--- src/verilog/mspw_pkg.sv ---
// Package for the master/slave PWM channel pair.
// Assumes a classic Wishbone slave with 32-bit data and byte addresses.
package mspw_pkg;

  // ----------------------------------------------------------------------
  // Register map (byte offsets).
  // ----------------------------------------------------------------------
  localparam logic [7:0] OFS_CTRL    = 8'h00; // Start/stop triggers, unit on.
  localparam logic [7:0] OFS_STATUS  = 8'h04; // Enable-status bits.
  localparam logic [7:0] OFS_PERIOD  = 8'h08; // Master period data.
  localparam logic [7:0] OFS_DUTY    = 8'h0C; // Slave duty data.
  localparam logic [7:0] OFS_MCOUNT  = 8'h10; // Master counter value.
  localparam logic [7:0] OFS_SCOUNT  = 8'h14; // Slave counter value.
  localparam logic [7:0] OFS_OUTCFG  = 8'h18; // Output enable/level/mode.
  localparam logic [7:0] OFS_MODE    = 8'h1C; // Master and slave mode regs.
  localparam logic [7:0] OFS_PRESCALE = 8'h20; // Count-clock divider.

  // ----------------------------------------------------------------------
  // Field positions.
  // ----------------------------------------------------------------------
  localparam int CTRL_MSTART = 0;
  localparam int CTRL_SSTART = 1;
  localparam int CTRL_MSTOP  = 2;
  localparam int CTRL_SSTOP  = 3;
  localparam int CTRL_UNITON = 4;
  localparam int STAT_MEN    = 0;
  localparam int STAT_SEN    = 1;
  localparam int OCF_OE      = 0; // Slave output enable.
  localparam int OCF_OUTBIT  = 1; // Slave output bit (level in port mode).
  localparam int OCF_LEVEL   = 2; // Slave output level (polarity).
  localparam int OCF_SMODE   = 3; // Slave output mode bit.
  localparam int OCF_MLEVEL  = 4; // Master output level bit.
  localparam int OCF_MMODE   = 5; // Master output mode bit.

  localparam int CNT_W = 16;
  localparam logic [CNT_W-1:0] CNT_ZERO  = 16'h0000;
  localparam logic [CNT_W-1:0] DATA_RST  = 16'h0000;
  localparam logic [15:0]      PSC_RST   = 16'h0000;
  localparam logic [31:0]      MODE_RST  = 32'h0000_0000;

endpackage : mspw_pkg

--- src/verilog/mspw_prescaler.sv ---
// Count-clock enable generator for the PWM pair.
// Assumes one clock MCLK; divides by reload plus one when running.
`timescale 1ns/1ps
module mspw_prescaler
  import mspw_pkg::*;
(
  input  wire logic        clk,
  input  wire logic        rst_n,
  input  wire logic        run,
  input  wire logic [15:0] reload,
  output logic             tick
);

  logic [15:0] cnt_q;
  logic [15:0] cnt_d;
  wire         at_zero = (cnt_q == 16'h0000);

  // ----------------------------------------------------------------------
  // Divider: a zero reload gives a tick every clock.
  // ----------------------------------------------------------------------
  assign cnt_d = !run ? 16'h0000 : (at_zero ? reload : cnt_q - 16'h0001);
  assign tick  = run && at_zero;

  // Counter register.
  always_ff @(posedge clk or negedge rst_n) begin
    if (!rst_n) cnt_q <= 16'h0000;
    else        cnt_q <= cnt_d;
  end

endmodule : mspw_prescaler

--- src/verilog/mspw_counter.sv ---
// One 16-bit down counter used for both master and slave channels.
// Assumes tick is a one-cycle count-clock enable.
`timescale 1ns/1ps
module mspw_counter
  import mspw_pkg::*;
(
  input  wire logic             clk,
  input  wire logic             rst_n,
  input  wire logic             clr,
  input  wire logic             load,
  input  wire logic             dec,
  input  wire logic [CNT_W-1:0] data,
  output logic      [CNT_W-1:0] value,
  output logic                  is_zero
);

  logic [CNT_W-1:0] cnt_q;
  logic [CNT_W-1:0] cnt_d;

  // ----------------------------------------------------------------------
  // Clear wins over load, load over decrement; the value holds otherwise.
  // ----------------------------------------------------------------------
  assign cnt_d   = clr ? CNT_ZERO : load ? data
                 : dec ? cnt_q - 16'h0001 : cnt_q;
  assign value   = cnt_q;
  assign is_zero = (cnt_q == CNT_ZERO);

  // Counter register.
  always_ff @(posedge clk or negedge rst_n) begin
    if (!rst_n) cnt_q <= CNT_ZERO;
    else        cnt_q <= cnt_d;
  end

endmodule : mspw_counter

--- src/verilog/mspw_top.sv ---
// Master/slave PWM channel pair with a classic Wishbone register slave.
// Assumes one 20 MHz clock; count clock is a divided enable pulse.
`timescale 1ns/1ps
// Operation
// - Start trigger bits self-clear and always read as zero.
// - Start sets both enable bits; master fires done, starting the slave.
// - Both counter values are readable at any time.
// - Master loads period, counts down, at zero fires done and reloads.
// - Each master done with the slave enabled loads duty into slave counter and starts it.
// - Slave output goes active one count clock after master done.
// - Slave at zero drives output inactive and stops counting.
// - Stop clears both enable bits and halts; counters keep values.
// - Stop leaves the slave output level unchanged.
// - After stop with output disabled, pin follows written output bit.
// - Unit clock off resets all channel state, output bit, port mode.
// - PWM period equals period data plus one count clocks.
// - Slave stays halted at zero until next master done.
// - Output level bit zero is active high, one is active low.
module mspw_top
  import mspw_pkg::*;
(
  input  wire logic        MCLK,
  input  wire logic        ARST_N,
  input  wire logic        WB_CYC_I,
  input  wire logic        WB_STB_I,
  input  wire logic        WB_WE_I,
  input  wire logic [7:0]  WB_ADR_I,
  input  wire logic [3:0]  WB_SEL_I,
  input  wire logic [31:0] WB_DAT_I,
  output logic      [31:0] WB_DAT_O,
  output logic             WB_ACK_O,
  output logic             MASTER_COUNT_DONE_IRQ,
  output logic             SLAVE_COUNT_DONE_IRQ,
  output logic             PWM_OUTPUT,
  output logic             PWM_TIMER_MODE
);

  // ----------------------------------------------------------------------
  // Bus decode.
  // ----------------------------------------------------------------------
  logic        ack_q;
  logic [31:0] rdat_q;
  wire         req      = WB_CYC_I && WB_STB_I && !ack_q;
  wire         wr       = req && WB_WE_I;
  wire         wr_lo    = wr && WB_SEL_I[0];
  wire         wr_hi    = wr && WB_SEL_I[1];
  wire         wr_ctrl  = wr_lo && (WB_ADR_I == OFS_CTRL);
  wire         sel_per  = WB_ADR_I == OFS_PERIOD;
  wire         sel_duty = WB_ADR_I == OFS_DUTY;
  wire         sel_psc  = WB_ADR_I == OFS_PRESCALE;
  wire         wr_ocf   = wr_lo && (WB_ADR_I == OFS_OUTCFG);
  wire         sel_mode = WB_ADR_I == OFS_MODE;

  // ----------------------------------------------------------------------
  // Stored configuration.
  // ----------------------------------------------------------------------
  logic              unit_on_q;
  logic [CNT_W-1:0]  period_q;
  logic [CNT_W-1:0]  duty_q;
  logic [15:0]       psc_q;
  logic [31:0]       mode_q;
  logic              oe_q;
  logic              outbit_q;
  logic              level_q;
  logic              smode_q;
  logic              mlevel_q;
  logic              mmode_q;
  logic              men_q;
  logic              sen_q;
  logic              srun_q;
  logic              pend_q;
  logic              act_q;

  // Trigger pulses; triggers are never stored so they read back zero.
  wire m_start = wr_ctrl && WB_DAT_I[CTRL_MSTART];
  wire s_start = wr_ctrl && WB_DAT_I[CTRL_SSTART];
  wire m_stop  = wr_ctrl && WB_DAT_I[CTRL_MSTOP];
  wire s_stop  = wr_ctrl && WB_DAT_I[CTRL_SSTOP];
  // Unit-off: all channel state is cleared while the unit input is off.
  wire unit_off = !unit_on_q;

  // Stop has priority over a start written in the same access.
  wire m_go = m_start && !m_stop && !men_q;
  wire s_go = s_start && !s_stop;

  // ----------------------------------------------------------------------
  // Count clock and counters.
  // ----------------------------------------------------------------------
  logic             tick;
  logic [CNT_W-1:0] mcnt;
  logic [CNT_W-1:0] scnt;
  logic             mzero;
  logic             szero;
  logic             mstart_q;

  mspw_prescaler u_psc (
    .clk    (MCLK),
    .rst_n  (ARST_N),
    .run    (men_q),
    .reload (psc_q),
    .tick   (tick)
  );

  // The master loads on the first tick after start, else reloads at zero.
  wire m_fire = men_q && tick && (mstart_q || mzero);
  wire m_load = m_fire;
  wire m_dec  = men_q && tick && !m_fire;
  // Master done coincides with its load, so the start fires it too.
  assign MASTER_COUNT_DONE_IRQ = m_fire;

  mspw_counter u_mcnt (
    .clk     (MCLK),
    .rst_n   (ARST_N),
    .clr     (unit_off),
    .load    (m_load),
    .dec     (m_dec),
    .data    (period_q),
    .value   (mcnt),
    .is_zero (mzero)
  );

  // Slave loads duty on master done, counts until zero, then idles.
  wire s_load   = sen_q && m_fire;
  wire s_dec    = sen_q && srun_q && tick && !m_fire && !szero;
  wire s_end    = sen_q && srun_q && tick && !m_fire && szero;
  assign SLAVE_COUNT_DONE_IRQ = s_end;

  mspw_counter u_scnt (
    .clk     (MCLK),
    .rst_n   (ARST_N),
    .clr     (unit_off),
    .load    (s_load),
    .dec     (s_dec),
    .data    (duty_q),
    .value   (scnt),
    .is_zero (szero)
  );

  // ----------------------------------------------------------------------
  // Channel enables and sequencing flags.
  // ----------------------------------------------------------------------
  always_ff @(posedge MCLK or negedge ARST_N) begin
    if (!ARST_N) begin
      men_q    <= 1'b0;
      sen_q    <= 1'b0;
      mstart_q <= 1'b0;
    end else if (unit_off) begin
      men_q    <= 1'b0;
      sen_q    <= 1'b0;
      mstart_q <= 1'b0;
    end else begin
      if (m_stop) men_q <= 1'b0;
      else if (m_go) men_q <= 1'b1;
      if (s_stop) sen_q <= 1'b0;
      else if (s_go) sen_q <= 1'b1;
      if (m_go) mstart_q <= 1'b1;
      else if (m_fire || m_stop) mstart_q <= 1'b0;
    end
  end

  // Slave run flag: halted after zero until the next master done.
  always_ff @(posedge MCLK or negedge ARST_N) begin
    if (!ARST_N)              srun_q <= 1'b0;
    else if (unit_off)        srun_q <= 1'b0;
    else if (s_load)          srun_q <= 1'b1;
    else if (s_end || s_stop) srun_q <= 1'b0;
  end

  // ----------------------------------------------------------------------
  // Output: active one count clock after master done, inactive at zero.
  // Pend marks the load tick so the edge appears at the following tick.
  // ----------------------------------------------------------------------
  always_ff @(posedge MCLK or negedge ARST_N) begin
    if (!ARST_N) begin
      pend_q <= 1'b0;
      act_q  <= 1'b0;
    end else if (unit_off) begin
      pend_q <= 1'b0;
      act_q  <= 1'b0;
    end else if (sen_q && oe_q && tick) begin
      pend_q <= m_fire;
      if (pend_q && !szero) act_q <= 1'b1;
      else if (s_end || (pend_q && szero)) act_q <= 1'b0;
    end
    // With the channel stopped, act_q holds its level.
  end

  // Polarity, and port-level output when output enable is cleared.
  wire counting_level = act_q ^ level_q;
  wire pin_level      = oe_q ? counting_level : outbit_q;

  always_ff @(posedge MCLK or negedge ARST_N) begin
    if (!ARST_N) PWM_OUTPUT <= 1'b0;
    else         PWM_OUTPUT <= pin_level;
  end
  // Timer mode on the pin; low means the pin is back in port mode.
  assign PWM_TIMER_MODE = unit_on_q;

  // ----------------------------------------------------------------------
  // Register writes. Software keeps modes fixed and rewrites data only
  // after master done; hardware does not block such writes.
  // ----------------------------------------------------------------------
  always_ff @(posedge MCLK or negedge ARST_N) begin
    if (!ARST_N) begin
      unit_on_q <= 1'b0;
    end else if (wr_ctrl) begin
      unit_on_q <= WB_DAT_I[CTRL_UNITON];
    end
  end

  always_ff @(posedge MCLK or negedge ARST_N) begin
    if (!ARST_N) begin
      period_q <= DATA_RST;
      duty_q   <= DATA_RST;
      psc_q    <= PSC_RST;
      mode_q   <= MODE_RST;
    end else if (unit_off) begin
      period_q <= DATA_RST;
      duty_q   <= DATA_RST;
      psc_q    <= PSC_RST;
      mode_q   <= MODE_RST;
    end else begin
      if (wr_lo && sel_per)  period_q[7:0]  <= WB_DAT_I[7:0];
      if (wr_hi && sel_per)  period_q[15:8] <= WB_DAT_I[15:8];
      if (wr_lo && sel_duty) duty_q[7:0]    <= WB_DAT_I[7:0];
      if (wr_hi && sel_duty) duty_q[15:8]   <= WB_DAT_I[15:8];
      if (wr_lo && sel_psc)  psc_q[7:0]     <= WB_DAT_I[7:0];
      if (wr_hi && sel_psc)  psc_q[15:8]    <= WB_DAT_I[15:8];
      if (wr_lo && sel_mode) mode_q[7:0]    <= WB_DAT_I[7:0];
      if (wr_hi && sel_mode) mode_q[15:8]   <= WB_DAT_I[15:8];
      if (wr && WB_SEL_I[2] && sel_mode) mode_q[23:16] <= WB_DAT_I[23:16];
      if (wr && WB_SEL_I[3] && sel_mode) mode_q[31:24] <= WB_DAT_I[31:24];
    end
  end

  // Output configuration; unit-off clears the output bit to zero.
  always_ff @(posedge MCLK or negedge ARST_N) begin
    if (!ARST_N) begin
      {oe_q, outbit_q, level_q, smode_q, mlevel_q, mmode_q} <= 6'h00;
    end else if (unit_off) begin
      {oe_q, outbit_q, level_q, smode_q, mlevel_q, mmode_q} <= 6'h00;
    end else if (wr_ocf) begin
      oe_q     <= WB_DAT_I[OCF_OE];
      outbit_q <= WB_DAT_I[OCF_OUTBIT];
      level_q  <= WB_DAT_I[OCF_LEVEL];
      smode_q  <= WB_DAT_I[OCF_SMODE];
      mlevel_q <= WB_DAT_I[OCF_MLEVEL];
      mmode_q  <= WB_DAT_I[OCF_MMODE];
    end
  end

  // ----------------------------------------------------------------------
  // Read mux; counters are live at every read.
  // ----------------------------------------------------------------------
  logic [31:0] rmux;
  always_comb begin
    rmux = 32'h0000_0000;
    case (WB_ADR_I)
      OFS_CTRL:     rmux[CTRL_UNITON] = unit_on_q;
      OFS_STATUS:   rmux[STAT_SEN:STAT_MEN] = {sen_q, men_q};
      OFS_PERIOD:   rmux[15:0] = period_q;
      OFS_DUTY:     rmux[15:0] = duty_q;
      OFS_MCOUNT:   rmux[15:0] = mcnt;
      OFS_SCOUNT:   rmux[15:0] = scnt;
      OFS_OUTCFG:   rmux[5:0]  = {mmode_q, mlevel_q, smode_q,
                                  level_q, outbit_q, oe_q};
      OFS_MODE:     rmux = mode_q;
      OFS_PRESCALE: rmux[15:0] = psc_q;
      default:      rmux = 32'h0000_0000;
    endcase
  end

  // One-wait-state ack; unmapped addresses ack and read zero.
  always_ff @(posedge MCLK or negedge ARST_N) begin
    if (!ARST_N) begin
      ack_q  <= 1'b0;
      rdat_q <= 32'h0000_0000;
    end else begin
      ack_q  <= req;
      rdat_q <= rmux;
    end
  end
  assign WB_ACK_O = ack_q;
  assign WB_DAT_O = rdat_q;
endmodule : mspw_top

--- config.mk ---
export PLATFORM = sky130hd
export DESIGN_NAME = mspw_top
export DESIGN_NICKNAME = d
export VERILOG_FILES = /design/src/verilog/mspw_pkg.sv /design/src/verilog/mspw_prescaler.sv /design/src/verilog/mspw_counter.sv /design/src/verilog/mspw_top.sv
export SDC_FILE = /design/constraint.sdc
export NUM_CORES = 1
export LEC_CHECK = 0
export BUFFER_PORTS_ARGS = -buffer_cell sky130_fd_sc_hd__buf_2
export CORE_MARGIN = 2
export CORE_UTILIZATION = 25
export DETAILED_ROUTE_END_ITERATION = 16
export SLEW_MARGIN = 20
export SYNTH_ARGS = -nofsm -noshare
export SYNTH_HDL_FRONTEND = slang
export SYNTH_HIERARCHICAL = 1
export SYNTH_SLANG_ARGS = --single-unit
--- constraint.sdc ---
create_clock -name MCLK -period 4.5 [get_ports MCLK]
set_clock_uncertainty 0.1 [all_clocks]
set_input_delay 0.45 -clock MCLK [delete_from_list [all_inputs] [get_ports MCLK]]
set_output_delay 0.45 -clock MCLK [all_outputs]
set_load 0.03 [all_outputs]
==> impl_metrics.toml, run 1 <==
[run_status]
status = "finished with violations"
violations = "hold timing"

[layout]
drive_gt1_share_pct = 19.4
diodes = 0
fin_nets = 956
final_common_cell = "dfrtp_1"
area_growth_pct = 16.6
final_cell_mix = "dfrtp_1, nor2_1, mux2i_1"

[power_and_ir_drop]
clkPwrFrac_pct = 48.1
netSwitchingFraction_pct = 24.3
p_switching_mw = 0.815
pwr_density_cell_nw_per_um2 = 322
p_leak_nw = 5.48
ir_drop_mv = 0.251
intPower_mw = 2.53
pwr-share-comb_pct = 4.6
pwr-share-seq_pct = 47.3

[drt]
drc_errors = 0
wl_per_cell_microns = 18.7
drtIter0Drc = 465
first_pass_iters = 5
met1Wirelength_microns = 11400
vias = 6820
antenna_left = 0
dr.max_layer_used = "met5"
wl_microns = 25800
wl_met3_microns = 1340
via_per_inst = 4.95
wl_met2_microns = 12200

[placement]
port-buffer-count = 85
hpwl_microns = 18600
gp_congestion = 0.865
dp_slack_ns = 0.856

[setup_path]
cpMaxStageDelayCell = "or4b_1"
crit_chain = "inv_1, ha_1, nor4b_2, nand4_1, nor2_1, o2111a_1, nor2b_1, or4b_1, or3_1, a311oi_1"
crit_required_ns = 4.75
path_max_fanout = 8
crit_path_end_kind = "register"
cp_data_arrival_time_ns = 3.99
r2r_setup_slack_ns = 0.76
start_kind = "register"
crit_cells = 10
path_delay_family = "simple AND/OR/NAND/NOR gates"
critical_path.max_stage_delay_ns = 0.71
critical_path_class = "register to register"
crit_buf_inv = 1
reg2regPathDepth = 10

[sta]
setup_ws_ns = 0.758
tightest_slew_ns = 1.00
slew_violations = 0
relSlewSlack_pct = 33.3
fin_crit_sh_pct = 83.2
finalHoldViolations = 2
timing.hold.ws_ns = -0.0166
setup_violations = 0
rsz0062_at_grt = "false"
tns_ns = 0
post-route-min-period_ns = 3.74
max_freq_mhz = 267

[clocking]
cts_hold_buf = 0
clkTransAtPathRegs_ns = 0.07
htree_levels = 4
post_cts_resized = 0
clock-sinks = 175
cts_root_buf = "clkbuf_16"
cts_setup_buffers = 0
cts_buffer_depth = 2
tritoncts = "built"
insertion_delay_ns = 0.44
numCtsBuffers = 17

[run]
maxCapViolations = 0

[synth]
synthFlopType = "dfrtp_1"
syn-num-nets = 891
syn_area_sq_um = 8920
yosysUniqueCellTypes = 70
synth_edf_count = 0
syn_inst = 838
synthArstFlopShare_pct = 100
seq_area_frac_synth_pct = 49.1
ys_seq_elements = 175
avgSynthCellArea_sq_um = 10.6
yosysWarningCount = 6

[global_routing]
grt_pass1_wl_microns = 40200
grt.overflow.total = 0
grt_pass1_vias = 6895
antenna_found_initial = 3
grt_max_degree = 99
grt_use_total_pct = 14.3

[min_path]
hold_class = "input pin to asynchronous set/reset pin"

[die]
dieHeight_microns = 193
fp-row-count = 69
io_pins = 86
initial_core_util_pct = 25.3
coreArea_sq_um = 35300
chipWidth_microns = 193
die_area_sq_um = 37200
[per-stage QoR]
step / instance area, sq um / hold WS (ns) / std cells / power, mW / util [%]
4_1_cts: 10400 / 0.0318 / 1377 / 3.38 / 29.5
2_1_floorplan: 8920 / 0.0544 / 838 / 1.67 / -
3_5_place_dp: 9770 / 0.333 / 1345 / 1.77 / 27.7
3_3_place_gp: 9770 / 0.324 / 1345 / 1.77 / 27.7
6_report: 10400 / -0.0166 / 1377 / 3.35 / 29.5
5_1_grt: 10400 / 0.0594 / 1377 / 3.46 / 29.5
[per-layer routing]
metal / track usage (%) / vias up
met1: 18.3 / 3388
met2: 23.1 / 196
met4: 5.94 / 4
li1: - / 3173
met5: 0 / -
met3: 3.35 / 59
[power groups by stage]
| stage | Combinational, mW | Clock [mW] | Sequential (mW) |
|---|---|---|---|
| 2_1_floorplan | 0.0577 | 0 | 1.62 |
| 3_3_place_gp | 0.154 | 0 | 1.61 |
| 3_5_place_dp | 0.155 | 0 | 1.61 |
| 4_1_cts | 0.155 | 1.65 | 1.58 |
| 5_1_grt | 0.168 | 1.71 | 1.58 |
| 6_report | 0.153 | 1.61 | 1.58 |
[sequential cells by signal, indices dropped and copies added, names as in the netlist, 16 cells and up]
| register | count |
|---|---|
| u_mcnt/value | 16 |
| psc_q | 16 |
| u_psc/cnt_q | 16 |
| mode_q | 32 |
| period_q | 16 |
| u_scnt/value | 16 |
| duty_q | 16 |
| WB_DAT_O | 32 |
[layout make-up]
cell class	count	area, sq um
Clock buffer	19	443
Clock inverter	13	189
Fill cell	3641	24900
Inverter	14	52.6
Multi-Input combinational cell	599	4240
Sequential cell	175	4380
Tap cell	461	577
Timing Repair Buffer	96	527
[worst paths after layout]
check | start | to
max | u_psc/cnt_q[0] | u_scnt/value[7]
min | ARST_N | WB_DAT_O[21]
max reg2reg | u_psc/cnt_q[0] | u_scnt/value[7]
min reg2reg | WB_ACK_O | WB_ACK_O
max in group asynchronous | ARST_N | period_q[1]
min in group MCLK | WB_CYC_I | WB_ACK_O
[cells in the mapped netlist, drive strengths merged, types with 2 or more instances]
cell	count	share of area, %
nand3b	4	0.34
or4	8	0.80
or2	2	0.14
and2	4	0.28
a22oi	6	0.50
o211a	2	0.22
o31ai	2	0.17
buf	23	1.7
nor3	16	0.95
mux2	6	0.76
o21ai	42	2.4
xnor2	25	2.5
a32oi	5	0.49
o21bai	2	0.17
nand4	14	2.3
nand3	31	1.7
a221o	3	0.34
o211ai	4	0.34
inv	13	0.55
dfrtp	175	49
a22o	7	0.69
nor4	20	2.8
nor2b	5	0.35
clkbuf	27	1.2
a211oi	29	2.5
nor4b	4	0.97
and3	20	1.4
nand2	47	2.0
or3	9	0.69
a21oi	19	1.1
nor2	125	5.3
and4	3	0.29
a31oi	4	0.28
mux2i	85	9.5
or4b	4	0.45
mux4	3	0.76
ha	4	0.56
a311oi	7	0.69
nor3b	4	0.39
xor2	10	0.98
[cells by family (layout without fill, tap and decap cells)]
kind of cell	after synthesis	after routing	share of synthesized area, %
DFF	175	175	49.1
AOI/OAI and AO/OA	143	143	10.9
muxes	94	94	11.1
buffers and inverters	64	142	3.42
xor gates and xnor gates	35	35	3.44
and+or+nand+nor	323	323	21.5
adders and majority gates	4	4	0.561
Note: power is estimated with default switching activity, not from simulation.
==> inputs of run 2 (changes only) <==
==> constraint.sdc (replaced) <==
create_clock -name MCLK -period 3.2 [get_ports MCLK]
set_clock_uncertainty 0.1 [all_clocks]
set_input_delay 0.32 -clock MCLK [delete_from_list [all_inputs] [get_ports MCLK]]
set_output_delay 0.32 -clock MCLK [all_outputs]
set_load 0.03 [all_outputs]
==> run 2 against run 1 <==
Against the previous run:
- the run ends with setup timing left
- sequential power is 41% higher
- sequential share of layout area is 1.5 points lower
- via count is 2.9% higher
- final cell count is 2.7% higher
- global-route usage is 0.38 points higher
- worst setup slack worse by 0.81 ns
- wire length is 2.7% higher
- critical path type is now register to output pin
- critical endpoint is now SLAVE_COUNT_DONE_IRQ
- largest cell class unchanged
==> impl_metrics.toml, run 2 (synthesis results as in run 1) <==
[layout]
diodes = 0
fillers = 3602
final_cell_mix = "dfrtp_1, nor2_1, mux2i_1"
area_growth_pct = 21.1
ff_latch_area_sq_um = 4380
final_common_cell = "dfrtp_1"
final_cells = 1414
fin_util_pct = 30.6
fin_nets = 994
drive_gt1_share_pct = 23.9
multi_input_area_sq_um = 4360

[die]
dieHeight_microns = 193
initial_core_util_pct = 25.3
fp-row-count = 69
coreArea_sq_um = 35300
io_pins = 86
die_area_sq_um = 37200
chipWidth_microns = 193

[global_routing]
grt_pass1_vias = 7111
grt.overflow.total = 0
grt_use_total_pct = 14.7
grt_pass1_wl_microns = 41100
grt_max_degree = 75
antenna_found_initial = 3

[drt]
wl_per_cell_microns = 18.7
via_per_inst = 4.96
drtIter0Drc = 628
antenna_left = 0
first_pass_iters = 5
vias = 7020
drc_errors = 0
wl_microns = 26500

[clocking]
clkTransAtPathRegs_ns = 0.07
cts_buffer_depth = 2
cts_root_buf = "clkbuf_16"
clock-sinks = 175
numCtsBuffers = 17
insertion_delay_ns = 0.45
tritoncts = "built"
htree_levels = 4

[setup_path]
cp_data_arrival_time_ns = 2.83
path_max_fanout = 3
critical_path.max_stage_delay_ns = 0.54
cpMaxStageDelayCell = "or4_4"
crit_buf_inv = 2
start_kind = "register"
crit_chain = "or4_4, or4b_4, nor3_4, nor2_4, o2111a_1, buf_4, and2_4, buf_6"
critical_path_class = "register to output pin"
crit_path_end_kind = "output pin"
path_delay_family = "simple AND/OR/NAND/NOR gates"
crit_required_ns = 2.78

[sta]
rsz0062_at_grt = "true"
setup_violations = 1
relSlewSlack_pct = 29.5
slew_violations = 0
post-route-min-period_ns = 3.25
finalHoldViolations = 0
tightest_slew_ns = 1.05
tns_ns = -0.0499
setup_ws_ns = -0.0499
max_freq_mhz = 308
fin_crit_sh_pct = 102

[power_and_ir_drop]
ir_drop_mv = 0.358
p_leak_nw = 5.69
pwr_density_cell_nw_per_um2 = 424

[placement]
dp_cells = 1374
gp_congestion = 0.875
hpwl_microns = 19300
port-buffer-count = 85

[run_status]
status = "finished with violations"
violations = "setup timing"

[min_path]
hold_class = "input pin to register"

[run]
maxCapViolations = 0
-- run 2: cell types whose count changed in the layout (fill, tap and decap cells not counted), sizes merged --
cell,before,now
bufinv,3,2
dlygate4sd3,0,3
clkbuf,19,18
inv,21,19
clkinv,2,5
buf,96,131
-- run 2: area by class of cell --
class,count,share of cell area [%]
clock inverters,13,1.45
clock buffers,18,3.97
well taps,461,5.34
flip-flops and latches,175,40.6
inverters,14,0.487
repair buffers,134,7.87
multi-input cells,599,40.3
-- run 2: path summary, 6_finish.rpt --
check / start / endpoint / slack [ns] / cells after the start
min: WB_DAT_I[28] / mode_q[28] / 0.02 / 3
min in group asynchronous: ARST_N / WB_DAT_O[30] / 0.37 / 2
max reg2reg: u_psc/cnt_q[0] / u_scnt/value[5] / 0.11 / 12
min reg2reg: WB_ACK_O / WB_ACK_O / 0.35 / 1
max in group asynchronous: ARST_N / WB_ACK_O / 1.85 / 3
max: u_mcnt/value[6] / SLAVE_COUNT_DONE_IRQ / -0.05 / 8
-- run 2: worst register-to-register path: stages, from the launching register on --
cell and delay, ns:
dfrtp_1 0.43, inv_2 0.09, ha_1 0.16, nor4b_4 0.22, nand4_1 0.21, nor2_4 0.22, o2111a_1 0.24, nor2b_4 0.15
or4b_4 0.48, buf_6 0.17, nor3_1 0.19, xnor2_1 0.09, a211oi_1 0.24
-- run 2: layer usage --
| metal | track usage (%) | routed length [microns] | vias up |
|---|---|---|---|
| met5 | 0 | 34 | - |
| li1 | - | - | 3248 |
| met3 | 3.56 | 1750 | 41 |
| met1 | 18.6 | 11400 | 3483 |
| met4 | 5.42 | 588 | 6 |
| met2 | 24.2 | 12700 | 242 |
-- run 2: timing repair --
item / in CTS / in global routing
endpoints found under the hold margin: 71 / 0
pin swaps: 2 / 8
setup buffers: 2 / 4
setup endpoints to repair: 5 / 19
hold buffers: 3 / 0
resized for setup: 6 / 18
-- run 2: power breakdown --
part	total, mW	switching (mW)	internal (mW)	leakage, nW
Clock	2.12	0.956	1.17	0.286
Combinational	0.226	0.159	0.0664	2.96
Sequential	2.23	0.00783	2.22	2.44
Total	4.58	1.12	3.45	5.69
-- run 2: through the flow --
step | hold slack [ns] | setup WS, ns | area (sq um) | power [mW]
after floorplan | -0.0756 | 0.0409 | 8950 | 2.35
after global placement | 0.300 | 0.0573 | 10000 | 2.49
after detailed placement | 0.305 | -0.0343 | 10000 | 2.50
after CTS | 0.0000634 | -0.123 | 10700 | 4.62
after global routing | 0.0220 | -0.135 | 10800 | 4.75
final | 0.0191 | -0.0499 | 10800 | 4.58
==> inputs of run 3 (changes only) <==
--- a/config.mk
+++ b/config.mk
@@ -9,6 +9,7 @@
 export CORE_MARGIN = 2
 export CORE_UTILIZATION = 25
 export DETAILED_ROUTE_END_ITERATION = 16
+export HOLD_SLACK_MARGIN = 0.03
 export SLEW_MARGIN = 20
 export SYNTH_ARGS = -nofsm -noshare
 export SYNTH_HDL_FRONTEND = slang
==> constraint.sdc (replaced) <==
create_clock -name MCLK -period 3.2 [get_ports MCLK]
set_clock_uncertainty 0.1 [all_clocks]
set_input_delay 0.64 -clock MCLK [delete_from_list [all_inputs] [get_ports MCLK]]
set_output_delay 0.64 -clock MCLK [all_outputs]
set_load 0.03 [all_outputs]
==> run 3 against run 2 <==
Against the previous run:
- the flow still finishes with violations (setup timing)
- non-clock buffer count increased by 13
- global-route usage about the same
- sequential share of layout area is 0.55 points lower
- flip-flop and latch count is the same
- final area increased by 1.4%
- critical path type unchanged
- largest cell class is now multi-input combinational cells
- highest routed layer unchanged
==> impl_metrics.toml, run 3 (synthesis results as in run 1) <==
[run_status]
status = "finished with violations"
violations = "setup timing"

[drt]
via_per_inst = 4.93
first_pass_iters = 5
vias = 7052
wl_met2_microns = 13000
wl_met3_microns = 1370
wl_per_cell_microns = 18.4
met1Wirelength_microns = 11300
dr.max_layer_used = "met5"
antenna_left = 0
drc_errors = 0
drtIter0Drc = 560
wl_microns = 26300

[layout]
multi_input_area_sq_um = 4390
design_area_sq_um = 10900
fillers = 3606
final_common_cell = "dfrtp_1"
final_cells = 1430
fin_nets = 1007
final_cell_mix = "dfrtp_1, nor2_1, mux2i_1"
fin_util_pct = 31.0
area_growth_pct = 22.7
ff_latch_area_sq_um = 4380
drive_gt1_share_pct = 25.5

[min_path]
hold_class = "input pin to asynchronous set/reset pin"

[power_and_ir_drop]
power_mw = 4.56
pwr_density_cell_nw_per_um2 = 417
ir_drop_mv = 0.372
p_leak_nw = 5.76

[setup_path]
crit_required_ns = 2.46
reg2regPathDepth = 10
cp_data_arrival_time_ns = 2.74
start_kind = "register"
crit_path_end_kind = "output pin"
path_max_fanout = 3
critical_path_class = "register to output pin"

[die]
initial_core_util_pct = 25.3
die_area_sq_um = 37200
chipWidth_microns = 193
coreArea_sq_um = 35300
io_pins = 86
fp-row-count = 69
dieHeight_microns = 193

[clocking]
numCtsBuffers = 17
cts_hold_buf = 0
htree_levels = 4
clock-sinks = 175
cts_buffer_depth = 2
tritoncts = "built"
cts_root_buf = "clkbuf_16"
clkTransAtPathRegs_ns = 0.07
insertion_delay_ns = 0.44

[global_routing]
antenna_found_initial = 4
grt_pass1_wl_microns = 41500
grt_use_total_pct = 14.7
grt.overflow.total = 0
grt_max_degree = 71
grt_pass1_vias = 7210

[sta]
post-route-min-period_ns = 3.48
timing.hold.ws_ns = 0.122
slew_violations = 0
relSlewSlack_pct = 29.8
tns_ns = -0.284
finalHoldViolations = 0
setup_violations = 1
setup_ws_ns = -0.284
tightest_slew_ns = 1.04
max_freq_mhz = 287
rsz0062_at_grt = "true"
fin_crit_sh_pct = 109

[placement]
dp_cells = 1389
hpwl_microns = 19400
dpl_cell_area_sq_um = 10100
dp_slack_ns = 0.0233
gp_congestion = 0.867
port-buffer-count = 85

[run]
maxCapViolations = 0
==> run 3: cell count changes in the layout (fill, tap and decap cells not counted), sizes merged <==
| cell | before | now |
|---|---|---|
| dlygate4sd3 | 3 | 0 |
| inv | 19 | 17 |
| clkbuf | 18 | 19 |
| clkinvlp | 1 | 2 |
| buf | 131 | 147 |
| clkinv | 5 | 6 |
| diode | 0 | 2 |
==> run 3: layout make-up <==
cell class / count / share of cell area (%)
clock inverters: 13 / 1.43
well taps: 461 / 5.27
multi-input cells: 599 / 40.1
flip-flops and latches: 175 / 40.0
clock buffers: 19 / 3.95
inverters: 14 / 0.480
diodes: 2 / 0.0457
repair buffers: 147 / 8.71
==> run 3: path summary, 6_finish.rpt <==
check / start / endpoint / slack (ns)
max: u_mcnt/value[6] / SLAVE_COUNT_DONE_IRQ / -0.28
min: ARST_N / WB_DAT_O[28] / 0.12
max reg2reg: u_psc/cnt_q[11] / u_scnt/value[7] / 0.05
min reg2reg: WB_ACK_O / WB_ACK_O / 0.34
max in group asynchronous: ARST_N / mode_q[27] / 2.06
min in group MCLK: WB_STB_I / WB_ACK_O / 0.32
==> run 3: what timing repair did <==
action,4_1_cts,5_1_grt
buffers inserted,0,7
pin swaps,0,14
endpoints found under the setup margin,2,17
gates resized for setup,9,27
==> run 3: power by group <==
group          leakage [nW]  internal, mW  switching (mW)
registers              2.44          2.22         0.00776
logic                  3.05        0.0662           0.157
clock network         0.281          1.17           0.944
==> run 3: worst max-delay path: stages, from the launching register on <==
cell and delay, ns:
dfrtp_1 0.38, or4_4 0.53, or4b_4 0.50, nor3_4 0.15, nor2_2 0.08, o2111a_1 0.26, buf_6 0.13, and2_4 0.15
buf_6 0.13
==> run 3: per-layer routing <==
| layer | vias to the layer above | global-route usage, % |
|---|---|---|
| met4 | 4 | 5.45 |
| met5 | - | 0 |
| li1 | 3283 | - |
| met3 | 42 | 3.09 |
| met1 | 3538 | 18.7 |
| met2 | 185 | 24.6 |
